--- src/rtl/cdac_regs.svh ---
// register map, field positions, reset values and timing for the converter core
`ifndef CDAC_REGS_SVH
`define CDAC_REGS_SVH

// serial frame: one address byte followed by sixteen data bits
`define CDAC_FRAME_BITS 24
`define CDAC_ADDR_NOP 8'h00
`define CDAC_ADDR_DATA 8'h01
`define CDAC_ADDR_READ 8'h02
`define CDAC_ADDR_CTRL 8'h55
`define CDAC_ADDR_RESET 8'h56

// read address field of a readback command
`define CDAC_RD_STATUS 2'h0
`define CDAC_RD_DATA 2'h1
`define CDAC_RD_CTRL 2'h2

// reset values and write masks
`define CDAC_DATA_RESET 16'h0000
`define CDAC_CTRL_RESET 16'h0000
`define CDAC_CTRL_WMASK 16'h3fff
`define CDAC_MASK12 16'hfff0

// control word fields
`define CDAC_B_EXT_RESISTOR_SELECT 13
`define CDAC_B_OUTPUT_DRIVE_ENABLE 12
`define CDAC_B_RATE_HI 11
`define CDAC_B_RATE_LO 8
`define CDAC_B_STEP_HI 7
`define CDAC_B_STEP_LO 5
`define CDAC_B_SLEW_CONTROL_ENABLE 4
`define CDAC_B_CHAIN_MODE_ENABLE 3
`define CDAC_B_RANGE_HI 2
`define CDAC_B_RANGE_LO 0

// reset register and status word bits
`define CDAC_B_RESET 0
`define CDAC_B_ST_FAULT 2
`define CDAC_B_ST_SLEW 1
`define CDAC_B_ST_OTEMP 0

// core clock and slew update frequencies in Hz
`define CDAC_CLK_HZ 10000000
`define CDAC_F0 257730
`define CDAC_F1 198410
`define CDAC_F2 152440
`define CDAC_F3 131580
`define CDAC_F4 115740
`define CDAC_F5 69440
`define CDAC_F6 37590
`define CDAC_F7 25770
`define CDAC_F8 20160
`define CDAC_F9 16030
`define CDAC_F10 10290
`define CDAC_F11 8280
`define CDAC_F12 6900
`define CDAC_F13 5530
`define CDAC_F14 4240
`define CDAC_F15 3300

`endif

--- src/rtl/cdac_pkg.sv ---
// types shared by the converter core and its bench
package cdac_pkg;

    // decoded output range, off for any unlisted code
    typedef enum logic [1:0] {
        CDAC_RNG_OFF = 2'b00,
        CDAC_RNG_4_20 = 2'b01,
        CDAC_RNG_0_20 = 2'b10,
        CDAC_RNG_0_24 = 2'b11
    } cdac_range_t;

    // readback output phase
    typedef enum logic {
        CDAC_RB_OFF = 1'b0,
        CDAC_RB_SHIFT = 1'b1
    } cdac_rb_t;

endpackage

--- src/rtl/cdac_slew_if.sv ---
// link between the register core and the slew engine
`timescale 1ns/1ps
interface cdac_slew_if;
    logic [15:0] target;
    logic enable;
    logic [3:0] rate;
    logic [2:0] step;
    logic [15:0] code;
    logic active;

    modport core (output target, enable, rate, step, input code, active);
    modport engine (input target, enable, rate, step, output code, active);
endinterface
--- src/rtl/cdac_core.sv ---
// register core of the serial current-output converter
// Notes on behaviour
// 12-bit variant keeps data bits 15..4, drops bits 3..0.
// 16-bit variant keeps all sixteen data bits.
// control word: 15,14 zero, then resistor, enable, rate, step, slew, chain, range.
// address 0x56 writes the reset register; only bit 0 matters.
// writing one to the reset bit returns everything but the input synchronisers to power-on state.
// status word read-only: bit2 pin fault, bit1 slewing, bit0 overtemp.
// pin fault status follows the output fault detector.
// slewing status high while the engine steps, only with slew enabled.
// overtemp status follows the on-chip temperature indication.
// fault pin active on pin fault or overtemp.
// the two status bits show which condition drives the fault pin.
// while clear is high the output goes to range bottom.
// host holds clear high for its minimum time.
// after clear falls the output stays cleared.
// latch pulse with no clocks restores the pre-clear code.
// data writes are refused while clear is high.
// resistor select bit picks external or internal setting resistor.
// with slew enabled the code moves in steps, not in one jump.
// rate field sets update pace, step field sets step size.
// range 101 is 4-20, 110 is 0-20, 111 is 0-24 mA.
// rate code 0000 fastest, 1111 slowest, from a fixed table.
// step code 000 is one LSB, each code doubles, 111 is 128.
// power-on loads zero everywhere except the latch synchroniser bits, which load one; output disabled.
// each tick moves toward target, stops exactly on it.
// fault pin pulled low on fault, released otherwise.
`timescale 1ns/1ps
`include "cdac_regs.svh"
module cdac_core #(
    parameter bit RES16 = 1'b1,
    parameter int CLK_HZ = `CDAC_CLK_HZ
) (
    input wire logic I_CLK,
    input wire logic I_RST_N,
    input wire logic I_SCLK,
    input wire logic I_SDIN,
    input wire logic I_LATCH,
    input wire logic I_CLEAR,
    input wire logic I_CURRENT_OUTPUT_PIN_FAULT,
    input wire logic I_OVERTEMP,
    output logic O_SDO,
    output logic O_SDO_OE,
    output logic O_FAULT,
    output logic O_FAULT_OE,
    output logic [15:0] O_DAC_CODE,
    output logic O_OUT_EN,
    output cdac_pkg::cdac_range_t O_RANGE,
    output logic O_EXT_CURRENT_SETTING_RESISTOR
);
    import cdac_pkg::*;

    ////////////////////////////////////////////////////////////////////////
    // input synchronisers

    // pins are asynchronous: two flops before any logic, third for edges
    logic [5:0] meta_r;
    logic [5:0] sync_r;
    logic sclk_d_r;
    logic latch_d_r;

    always_ff @(posedge I_CLK) begin
        if (!I_RST_N) begin
            meta_r <= 6'h04;
            sync_r <= 6'h04;
            sclk_d_r <= 1'b0;
            latch_d_r <= 1'b1;
        end else begin
            meta_r <= {I_OVERTEMP, I_CURRENT_OUTPUT_PIN_FAULT, I_CLEAR, I_LATCH,
                       I_SDIN, I_SCLK};
            sync_r <= meta_r;
            sclk_d_r <= sync_r[0];
            latch_d_r <= sync_r[2];
        end
    end

    // named views of the synchronised pins
    wire sclk_s = sync_r[0];
    wire sdin_s = sync_r[1];
    wire latch_s = sync_r[2];
    wire clear_s = sync_r[3];
    wire fault_s = sync_r[4];
    wire otemp_s = sync_r[5];
    wire sclk_fall = sclk_d_r && !sclk_s;
    wire sclk_rise = !sclk_d_r && sclk_s;
    wire latch_rise = !latch_d_r && latch_s;

    ////////////////////////////////////////////////////////////////////////
    // state declarations

    logic soft_r;
    logic [23:0] sr_r;
    logic [4:0] bits_r;
    logic [23:0] out_r;
    logic [15:0] data_r;
    logic [15:0] ctrl_r;
    logic clr_hold_r;
    logic fault_oe_r;
    cdac_rb_t rb_r;
    cdac_rb_t rb_nxt;

    // power-on and register-driven reset share one path
    wire rst = !I_RST_N || soft_r;

    cdac_slew_if sl ();

    cdac_slew #(
        .CLK_HZ(CLK_HZ)
    ) u_slew (
        .i_clk(I_CLK),
        .i_rst(rst),
        .sl(sl)
    );

    ////////////////////////////////////////////////////////////////////////
    // frame decode

    // a frame counts only with at least 24 clocks since the last latch
    wire frame_ok = bits_r >= 5'd24;
    wire [7:0] addr = sr_r[23:16];
    wire [15:0] word = sr_r[15:0];
    wire hit_data = latch_rise && frame_ok && addr == `CDAC_ADDR_DATA;
    wire hit_ctrl = latch_rise && frame_ok && addr == `CDAC_ADDR_CTRL;
    wire hit_rst = latch_rise && frame_ok && addr == `CDAC_ADDR_RESET;
    wire hit_read = latch_rise && frame_ok && addr == `CDAC_ADDR_READ;
    // clear must be low before a new code is taken
    wire wr_data = hit_data && !clear_s;
    wire do_soft = hit_rst && word[`CDAC_B_RESET];
    // latch pulse with no clocks after clear falls, while the clear hold is still set
    wire restore = latch_rise && bits_r == 5'd0 && clr_hold_r
                   && !clear_s;

    // data word masked per variant
    wire [15:0] data_in = RES16 ? word
                                : word & `CDAC_MASK12;

    ////////////////////////////////////////////////////////////////////////
    // control fields

    wire ext_current_setting_resistor = ctrl_r[`CDAC_B_EXT_RESISTOR_SELECT];
    wire out_en = ctrl_r[`CDAC_B_OUTPUT_DRIVE_ENABLE];
    wire [3:0] rate = ctrl_r[`CDAC_B_RATE_HI:`CDAC_B_RATE_LO];
    wire [2:0] step = ctrl_r[`CDAC_B_STEP_HI:`CDAC_B_STEP_LO];
    wire slew_en = ctrl_r[`CDAC_B_SLEW_CONTROL_ENABLE];
    wire chain_en = ctrl_r[`CDAC_B_CHAIN_MODE_ENABLE];
    wire [2:0] range_code = ctrl_r[`CDAC_B_RANGE_HI:`CDAC_B_RANGE_LO];

    // range decode; unlisted codes leave no valid range
    wire cdac_range_t range_dec =
        (range_code == 3'b101) ? CDAC_RNG_4_20 :
        (range_code == 3'b110) ? CDAC_RNG_0_20 :
        (range_code == 3'b111) ? CDAC_RNG_0_24 :
        CDAC_RNG_OFF;

    // status word, reserved bits read zero
    wire [15:0] status = {13'h0000, fault_s, sl.active,
                          otemp_s};

    // readback selection
    wire [1:0] rd_sel = word[1:0];
    wire [15:0] rd_val = (rd_sel == `CDAC_RD_STATUS) ? status :
                         (rd_sel == `CDAC_RD_DATA) ? data_r :
                         (rd_sel == `CDAC_RD_CTRL) ? ctrl_r : 16'h0000;

    ////////////////////////////////////////////////////////////////////////
    // slew engine hookup

    // code zero is the bottom of every range, clear drives toward it
    assign sl.target = clr_hold_r ? 16'h0000 : data_r;
    assign sl.enable = slew_en;
    assign sl.rate = rate;
    assign sl.step = step;

    ////////////////////////////////////////////////////////////////////////
    // serial input shift

    // data is sampled on the falling clock edge; count saturates
    always_ff @(posedge I_CLK) begin
        if (rst) begin
            sr_r <= 24'h000000;
            bits_r <= 5'h00;
        end else begin
            if (sclk_fall) begin
                sr_r <= {sr_r[22:0], sdin_s};
            end
            if (latch_rise) begin
                bits_r <= 5'h00;
            end else if (sclk_fall && bits_r != 5'h1f) begin
                bits_r <= bits_r + 5'h01;
            end
        end
    end

    ////////////////////////////////////////////////////////////////////////
    // reset register

    // one-cycle pulse; it resets everything but the input synchronisers, itself included
    always_ff @(posedge I_CLK) begin
        if (rst) begin
            soft_r <= 1'b0;
        end else begin
            soft_r <= do_soft;
        end
    end

    ////////////////////////////////////////////////////////////////////////
    // data, control and clear hold

    // outside a clear hold, a control write mid-slew halts the output where it stands
    always_ff @(posedge I_CLK) begin
        if (rst) begin
            data_r <= `CDAC_DATA_RESET;
            ctrl_r <= `CDAC_CTRL_RESET;
            clr_hold_r <= 1'b0;
        end else begin
            if (wr_data) begin
                data_r <= data_in;
            end else if (hit_ctrl && sl.active && !clr_hold_r) begin
                data_r <= sl.code;
            end
            if (hit_ctrl) begin
                ctrl_r <= word & `CDAC_CTRL_WMASK;
            end
            // clear wins over any release in the same cycle
            if (clear_s) begin
                clr_hold_r <= 1'b1;
            end else if (wr_data || restore) begin
                clr_hold_r <= 1'b0;
            end
        end
    end

    ////////////////////////////////////////////////////////////////////////
    // readback output

    // the latch that ends a read command opens the output, next closes it
    always_comb begin
        rb_nxt = rb_r;
        if (hit_read) begin
            rb_nxt = CDAC_RB_SHIFT;
        end else if (latch_rise) begin
            rb_nxt = CDAC_RB_OFF;
        end
    end

    // output data moves on the rising clock so the host samples it just before each rise
    always_ff @(posedge I_CLK) begin
        if (rst) begin
            rb_r <= CDAC_RB_OFF;
            out_r <= 24'h000000;
        end else begin
            rb_r <= rb_nxt;
            if (hit_read) begin
                out_r <= {8'h00, rd_val};
            end else if (sclk_rise && rb_r == CDAC_RB_SHIFT) begin
                out_r <= {out_r[22:0], 1'b0};
            end
        end
    end

    ////////////////////////////////////////////////////////////////////////
    // fault pin

    // open drain: level is always low, only the enable moves
    always_ff @(posedge I_CLK) begin
        if (rst) begin
            fault_oe_r <= 1'b0;
        end else begin
            fault_oe_r <= fault_s || otemp_s;
        end
    end

    ////////////////////////////////////////////////////////////////////////
    // outputs

    // in chain mode the input shift register feeds the next device
    assign O_SDO = chain_en ? sr_r[23] : out_r[23];
    assign O_SDO_OE = chain_en || rb_r == CDAC_RB_SHIFT;
    assign O_FAULT = 1'b0;
    assign O_FAULT_OE = fault_oe_r;
    assign O_DAC_CODE = sl.code;
    // no valid range keeps the stage off as well
    assign O_OUT_EN = out_en && range_dec != CDAC_RNG_OFF;
    assign O_RANGE = range_dec;
    assign O_EXT_CURRENT_SETTING_RESISTOR = ext_current_setting_resistor;

endmodule // cdac_core

--- src/rtl/cdac_slew.sv ---
// digital slew engine: paces the working code toward the target
`timescale 1ns/1ps
`include "cdac_regs.svh"
module cdac_slew #(
    parameter int CLK_HZ = `CDAC_CLK_HZ
) (
    input wire logic i_clk,
    input wire logic i_rst,
    cdac_slew_if.engine sl
);

    ////////////////////////////////////////////////////////////////////////
    // update divider

    // reload value for each rate code; truncation keeps rate at or above
    function automatic logic [11:0] div_of(input logic [3:0] c);
        int f;
        case (c)
            4'h0: f = `CDAC_F0;
            4'h1: f = `CDAC_F1;
            4'h2: f = `CDAC_F2;
            4'h3: f = `CDAC_F3;
            4'h4: f = `CDAC_F4;
            4'h5: f = `CDAC_F5;
            4'h6: f = `CDAC_F6;
            4'h7: f = `CDAC_F7;
            4'h8: f = `CDAC_F8;
            4'h9: f = `CDAC_F9;
            4'ha: f = `CDAC_F10;
            4'hb: f = `CDAC_F11;
            4'hc: f = `CDAC_F12;
            4'hd: f = `CDAC_F13;
            4'he: f = `CDAC_F14;
            default: f = `CDAC_F15;
        endcase
        return 12'(CLK_HZ / f - 1);
    endfunction

    logic [11:0] cnt_r;
    logic [15:0] code_r;

    // stepping arithmetic
    wire tick = sl.enable && (cnt_r == 12'h000);
    wire up = sl.target > code_r;
    wire [15:0] diff = up ? sl.target - code_r : code_r - sl.target;
    wire [15:0] step_amt = 16'h0001 << sl.step;
    wire [15:0] move = (diff < step_amt) ? diff : step_amt;

    assign sl.code = code_r;
    assign sl.active = sl.enable && (code_r != sl.target);

    ////////////////////////////////////////////////////////////////////////
    // working code

    // disabled: code follows target at once; enabled: one step per tick
    always_ff @(posedge i_clk) begin
        if (i_rst) begin
            code_r <= 16'h0000;
            cnt_r <= 12'h000;
        end else if (!sl.enable) begin
            code_r <= sl.target;
            cnt_r <= 12'h000;
        end else begin
            if (tick) begin
                code_r <= up ? code_r + move : code_r - move;
            end
            cnt_r <= tick ? div_of(sl.rate) : cnt_r - 12'h001;
        end
    end

endmodule // cdac_slew

--- config.mk ---
export PLATFORM = sky130hd
export DESIGN_NAME = cdac_core
export DESIGN_NICKNAME = d
export VERILOG_FILES = /design/src/rtl/cdac_pkg.sv /design/src/rtl/cdac_slew_if.sv /design/src/rtl/cdac_core.sv /design/src/rtl/cdac_slew.sv
export VERILOG_INCLUDE_DIRS = /design/src /design/src/rtl
export SDC_FILE = /design/constraint.sdc
export NUM_CORES = 1
export LEC_CHECK = 0
export BUFFER_PORTS_ARGS = -buffer_cell sky130_fd_sc_hd__buf_2
export CAP_MARGIN = 20
export CELL_PAD_IN_SITES_DETAIL_PLACEMENT = 0
export CELL_PAD_IN_SITES_GLOBAL_PLACEMENT = 1
export CORE_UTILIZATION = 44
export DETAILED_ROUTE_END_ITERATION = 10
export GPL_TIMING_DRIVEN = 1
export MAX_ROUTING_LAYER = met4
export PLACE_DENSITY_LB_ADDON = 0.1
export SLEW_MARGIN = 20
export SYNTH_ARGS = -nofsm -noshare
export SYNTH_HDL_FRONTEND = slang
export SYNTH_SLANG_ARGS = --single-unit
--- constraint.sdc ---
create_clock -name I_CLK -period 74.6 [get_ports I_CLK]
set_clock_uncertainty 0.15 [all_clocks]
set_input_delay 7.46 -clock I_CLK [delete_from_list [all_inputs] [get_ports I_CLK]]
set_output_delay 7.46 -clock I_CLK [all_outputs]
set_load 0.1 [all_outputs]
==> impl_metrics.py, run 1 <==
metrics = {
    "floorplanning": {
        "die_x_um": 274,
        "io_pins": 32,
        "initial_core_util_pct": 44.6,
        "rows": 99,
        "die-height_um": 274,
        "core-area_sq_um": 73200,
        "die_area_sq_um": 75300,
    },
    "setup_path": {
        "cp_num_buf_inv": 37,
        "cp_top_family": "compound AO/OA/AOI/OAI gates",
        "critPathCaptureType": "flip-flop",
        "r2r_cells": 386,
        "worst-path-stages": 386,
        "required_ps": 74850,
        "rrSetupSlack_ps": 4160,
        "path_max_fanout": 17,
        "start_kind": "flip-flop",
        "arrival_ps": 70690,
        "slowest_delay_ps": 600,
        "slowest_stage": "or4_4",
        "worstSetupPathType": "flip-flop to flip-flop",
        "cpMostUsedCell": "a21o_1",
    },
    "place": {
        "dp_hpwl_um": 93000,
        "globalplace.congestion": 0.995,
        "place_area_sq_um": 35800,
        "portBuffers": 30,
    },
    "clock_tree": {
        "clkLatencyLatePin_ps": 470,
        "cts-root-buf": "clkbuf_16",
        "cts_sinks": 146,
        "max-clock-path-buffers": 2,
        "htreeDepth": 4,
        "cts_inserted_buffers": 17,
        "path_clk_slew_ps": 80,
        "cts_tree": "done",
    },
    "timing": {
        "hold_violations": 0,
        "setup_viol": 0,
        "tns_ps": 0,
        "max_slew_margin_pct": 25.9,
        "fmax_ghz": 0.0142,
        "layout_min_cycle_time_ps": 70440,
        "fin_crit_sh_pct": 94.4,
        "slew_viol_final": 0,
        "tightest_slew_ps": 1090,
        "hold_ws_ps": 269,
    },
    "global_routing": {
        "gr-total-overflow": 0,
        "grt_pass1_vias": 33400,
        "grt_max_degree": 50,
        "grt_use_total_pct": 31.8,
        "grt_pass1_wl_um": 186000,
        "antenna_found_initial": 0,
    },
    "synth": {
        "synth_top_cell_by_area": "ha_1",
        "syn_avg_cell_area_sq_um": 6.98,
        "synth_top_area_share_pct": 16.3,
        "yosysMostFrequentCell": "nand2_1",
        "async_reset_ff_share_pct": 0,
        "ys_warn_count": 0,
        "synth-seq-cells": 146,
        "netlist_area_sq_um": 32700,
        "seq_area_frac_synth_pct": 8.95,
        "synth_edf_count": 0,
        "synth.area.top_cells": "ha_1 16%, dfxtp_1 9.0%, a21oi_1 6.4%, nand2_1 5.4%, nor2_1 5.1%",
        "synthCells": 4676,
        "ys.flop_type": "dfxtp_1",
        "synth_common_cells": "470 x nand2_1, 440 x nor2_1, 425 x ha_1",
        "synth.distinct_cells": 111,
    },
    "cells_and_area": {
        "final_layout_size_suffix_gt1_share_pct": 15.9,
        "layout.nets": 5366,
        "antennaDiodeCount": 0,
        "fin_util_pct": 51.9,
        "fillers": 7468,
        "synthToLayoutAreaGrowth_pct": 16.4,
        "finalInstanceArea_sq_um": 38000,
    },
    "detailed_routing": {
        "drt-vias-per-instance": 6.03,
        "first_iter_violations": 2341,
        "vias": 35600,
        "post_drt_wl_per_cell_um": 20.5,
        "drc_errors": 0,
        "ant_nets": 0,
        "drt_wl_total_um": 121000,
        "drt_pre_antenna_iters": 6,
    },
    "power": {
        "finalPower_mw": 0.175,
        "power_density_nw_per_um2": 4.62,
        "irDropWorstVdd_mv": 0.0167,
        "p_leak_nw": 17.4,
    },
    "min_path": {
        "hold_path_class": "flip-flop to flip-flop",
        "min_path_cells": 1,
    },
    "outcome": {
        "status": "finished, final reports clean",
    },
    "run": {
        "maxCapViolations": 0,
    },
}
[cells in the final DEF, fill, tap and decap left out, types with 37 or more instances in the layout]
| cell | netlist | layout |
|---|---|---|
| a211oi_1 | 63 | 59 |
| a21o_1 | 152 | 151 |
| a21oi_1 | 418 | 381 |
| a31oi_1 | 46 | 39 |
| and2_1 | 50 | 49 |
| buf_4 | 2 | 354 |
| dfxtp_1 | 146 | 145 |
| ha_1 | 425 | 412 |
| inv_1 | 213 | 205 |
| mux2_2 | 87 | 86 |
| mux2i_1 | 88 | 86 |
| nand2_1 | 470 | 464 |
| nand2b_1 | 134 | 131 |
| nand3_1 | 120 | 115 |
| nand4_1 | 57 | 57 |
| nor2_1 | 440 | 428 |
| nor2b_1 | 59 | 56 |
| nor3_1 | 137 | 127 |
| o211ai_1 | 55 | 55 |
| o21a_1 | 116 | 114 |
| o21ai_0 | 318 | 266 |
| o21ai_1 | 7 | 38 |
| o21bai_1 | 38 | 37 |
| o31ai_1 | 77 | 66 |
| or3_1 | 40 | 40 |
| xnor2_1 | 181 | 181 |
| xor2_1 | 108 | 106 |
[metal layers]
metal	wire [um]	part of all wire (%)	up-vias	track usage [%]
li1	-	-	17800	-
met1	55800	46	16800	41.0
met2	57000	47	854	53.1
met3	4890	4.1	157	2.04
met4	3100	2.6	0	8.89
met5	0	0	-	-
[repair_timing]
action | 4_1_cts | 5_1_grt
gates resized for setup | 20 | 228
hold endpoints to repair | 0 | 0
setup buffers | 10 | 65
pin swaps | 7 | 83
endpoints found under the setup margin | 12 | 12
gates cloned | 2 | 6
hold buffers | 0 | 0
[worst register-to-register path: cells and delay by family, from the launching register on]
kind | cells | cell delay (ps)
AOI/OAI and AO/OA | 184 | 33410
xor gates and xnor gates | 3 | 540
adders and majority gates | 29 | 8640
buffers and inverters | 37 | 5320
DFF | 1 | 330
muxes | 7 | 2240
and+or+nand+nor | 126 | 19760
[kinds of logic (layout without fill, tap and decap cells)]
kind of cell | Yosys count | count (layout) | synth area share, %
fa+ha+maj | 428 | 428 | 16.5
other cells | 1 | 2 | 0.0115
simple gates | 1700 | 1702 | 25.5
buf+inv | 389 | 653 | 4.53
flops | 146 | 146 | 8.95
mux | 177 | 177 | 5.78
xor+xnor | 290 | 290 | 7.82
compound gates | 1545 | 1545 | 30.9
[layout make-up]
class | instances | area (sq um) | area share, %
Clock buffer | 22 | 444 | 1.17
Tap cell | 959 | 1200 | 3.16
Clock inverter | 10 | 149 | 0.392
Timing Repair inverter | 1 | 8.76 | 0.0231
Inverter | 217 | 828 | 2.18
Sequential cell | 146 | 2920 | 7.70
Timing Repair Buffer | 403 | 3100 | 8.16
Multi-Input combinational cell | 4144 | 29300 | 77.2
[final timing paths]
check / endpoint / startpoint
setup / recovery: u_slew.cnt_r[6]$_SDFF_PP0_ / flip-flop
hold / removal: sync_r[2]$_SDFF_PN1_ / meta_r[2]$_SDFF_PN1_
setup reg to reg: u_slew.cnt_r[6]$_SDFF_PP0_ / flip-flop
hold reg to reg: sync_r[2]$_SDFF_PN1_ / meta_r[2]$_SDFF_PN1_
[report_power, final]
part / leakage (nW) / switching [mW] / internal [mW]
registers: 1.18 / 0.000194 / 0.0783
clock network: 0.286 / 0.0402 / 0.0532
logic: 15.9 / 0.00251 / 0.000923
total: 17.4 / 0.0429 / 0.132
[stage by stage]
step	instances	setup slack, ps
2_1_floorplan	4677	41.9
3_3_place_gp	5787	-1230
3_5_place_dp	5787	-2200
4_1_cts	5831	57.6
5_1_grt	5902	-668
6_report	5902	4160
Power figures use the tool's default switching activity.
==> inputs of run 2 (changes only) <==
REMOVE_ABC_BUFFERS = 1   (was default)
==> run 2 against run 1 <==
Worst setup slack lost 260 ps. Sequential cell count is the same. Count of clock-buffer cells in the layout shrank 3. Cell area grew 1.7%. Critical endpoint is now u_slew.cnt_r[10]$_SDFF_PP0_.
==> impl_metrics.py, run 2 (synthesis results as in run 1) <==
metrics = {
    "outcome": {
        "status": "finished, final reports clean",
    },
    "global_routing": {
        "gr-total-overflow": 0,
        "antenna_found_initial": 2,
        "grt_use_met1_pct": 42.0,
        "grt_use_total_pct": 31.8,
        "grt_pass1_wl_um": 186000,
        "grt_pass1_vias": 32900,
        "grt_util_met2_pct": 51.9,
        "busiest_layer": "met2",
        "met3_usage_pct": 2.94,
        "grt_max_degree": 62,
    },
    "clock_tree": {
        "cts_tree": "done",
        "cts-root-buf": "clkbuf_16",
        "htreeDepth": 4,
        "clkLatencyLatePin_ps": 460,
        "cts_inserted_buffers": 17,
        "cts.hold.buffers_added": 0,
        "path_clk_slew_ps": 70,
        "max-clock-path-buffers": 2,
        "cts_sinks": 146,
    },
    "detailed_routing": {
        "post_drt_wl_per_cell_um": 20.5,
        "first_iter_violations": 2907,
        "vias": 36000,
        "ant_nets": 0,
        "drc_errors": 0,
        "drt-vias-per-instance": 6.08,
        "drt_pre_antenna_iters": 5,
        "drt_wl_total_um": 121000,
    },
    "floorplanning": {
        "core-area_sq_um": 73200,
        "die-height_um": 274,
        "die_area_sq_um": 75300,
        "io_pins": 32,
        "initial_core_util_pct": 44.6,
        "die_x_um": 274,
        "rows": 99,
    },
    "setup_path": {
        "path_max_fanout": 22,
        "cp_top_family": "compound AO/OA/AOI/OAI gates",
        "start_kind": "flip-flop",
        "cp_num_buf_inv": 39,
        "slowest_delay_ps": 660,
        "required_ps": 74830,
        "critPathCaptureType": "flip-flop",
        "arrival_ps": 70930,
        "slowest_stage": "or4_4",
        "cpMostUsedCell": "a21o_1",
        "worstSetupPathType": "flip-flop to flip-flop",
    },
    "power": {
        "p_sw_mw": 0.0422,
        "power_density_nw_per_um2": 4.32,
        "p_seq_share_pct": 47.1,
        "combPwrFrac_pct": 1.9,
        "clkPwrFrac_pct": 50.9,
        "irDropWorstVdd_mv": 0.0177,
        "intPower_mw": 0.125,
        "p_leak_nw": 17.6,
        "sw_frac_of_total_pct": 25.3,
        "finalPower_mw": 0.167,
    },
    "timing": {
        "max_slew_margin_pct": 30.5,
        "fmax_ghz": 0.0141,
        "slew_viol_final": 0,
        "fin_crit_sh_pct": 94.8,
        "setup_viol": 0,
        "tightest_slew_ps": 1040,
        "layout_min_cycle_time_ps": 70700,
        "tns_ps": 0,
        "hold_violations": 0,
        "hold_ws_ps": 273,
    },
    "place": {
        "globalplace.congestion": 0.991,
        "portBuffers": 30,
        "dp_hpwl_um": 92800,
        "place_area_sq_um": 35400,
    },
    "min_path": {
        "hold_path_class": "flip-flop to flip-flop",
    },
    "cells_and_area": {
        "finalInstanceArea_sq_um": 38600,
        "layout.nets": 5384,
        "synthToLayoutAreaGrowth_pct": 18.3,
        "layout_commonest_cell": "nand2_1",
        "layout_common_cells": "459 x nand2_1, 420 x nor2_1, 388 x ha_1, 378 x a21oi_1, 364 x buf_4",
        "final_layout_size_suffix_gt1_share_pct": 17.6,
    },
    "run": {
        "maxCapViolations": 0,
    },
}
[run 2: cell count changes in the layout (fill, tap and decap cells not counted), sizes merged]
cell,before,now
clkinv,12,8
clkdlybuf4s15,1,0
buf,399,422
inv,212,221
diode,0,1
nor2,442,440
bufinv,3,0
clkbuf,25,21
[run 2: cell type report]
cell class                      instances  area [sq um]
Fill cell                            7393         34600
Multi-Input combinational cell       4142         29900
Timing Repair Buffer                  424          3230
Sequential cell                       146          2930
Tap cell                              959          1200
Inverter                              217           830
Clock buffer                           19           453
Clock inverter                         13           113
Antenna cell                            1          2.50
[run 2: layer usage]
metal  routed length [um]  up-vias  share of wire, %
met5                    0        -                 0
met4                 3080        0               2.5
met3                 6320      188               5.2
met2                56300     1028                46
met1                55600    16900                46
li1                     -    17800                 -
[run 2: what timing repair did]
item                       in CTS  in global routing
cloned                          0                  6
pin swaps                       8                135
setup endpoints to repair      12                 12
setup buffers                  11                106
resized for setup              59                336
hold endpoints to repair        0                  0
[run 2: worst paths after layout]
check	startpoint	slack, ps	depth (start not counted)	endpoint
setup / recovery	flip-flop	3900	384	u_slew.cnt_r[10]$_SDFF_PP0_
setup reg to reg	flip-flop	3900	384	u_slew.cnt_r[10]$_SDFF_PP0_
hold / removal	meta_r[2]$_SDFF_PN1_	270	1	sync_r[2]$_SDFF_PN1_
hold reg to reg	meta_r[2]$_SDFF_PN1_	270	1	sync_r[2]$_SDFF_PN1_
[run 2: power groups by stage]
| stage | clock network, mW | registers, mW | logic [mW] |
|---|---|---|---|
| 2_1_floorplan | 0 | 0.0805 | 0.00180 |
| 4_1_cts | 0.0864 | 0.0786 | 0.00320 |
| 5_1_grt | 0.0891 | 0.0786 | 0.00351 |
| 3_5_place_dp | 0 | 0.0804 | 0.00320 |
| 3_3_place_gp | 0 | 0.0804 | 0.00319 |
| 6_report | 0.0849 | 0.0786 | 0.00323 |
[run 2: metrics by stage]
| step | util (%) | setup slack [ps] | cells |
|---|---|---|---|
| 3_3_place_gp | 48.4 | -3280 | 5765 |
| 6_report | 52.8 | 3900 | 5921 |
| 2_1_floorplan | - | -9350 | 4505 |
| 3_5_place_dp | 48.4 | -4310 | 5765 |
| 4_1_cts | 49.7 | 6.12 | 5808 |
| 5_1_grt | 52.8 | -402 | 5921 |
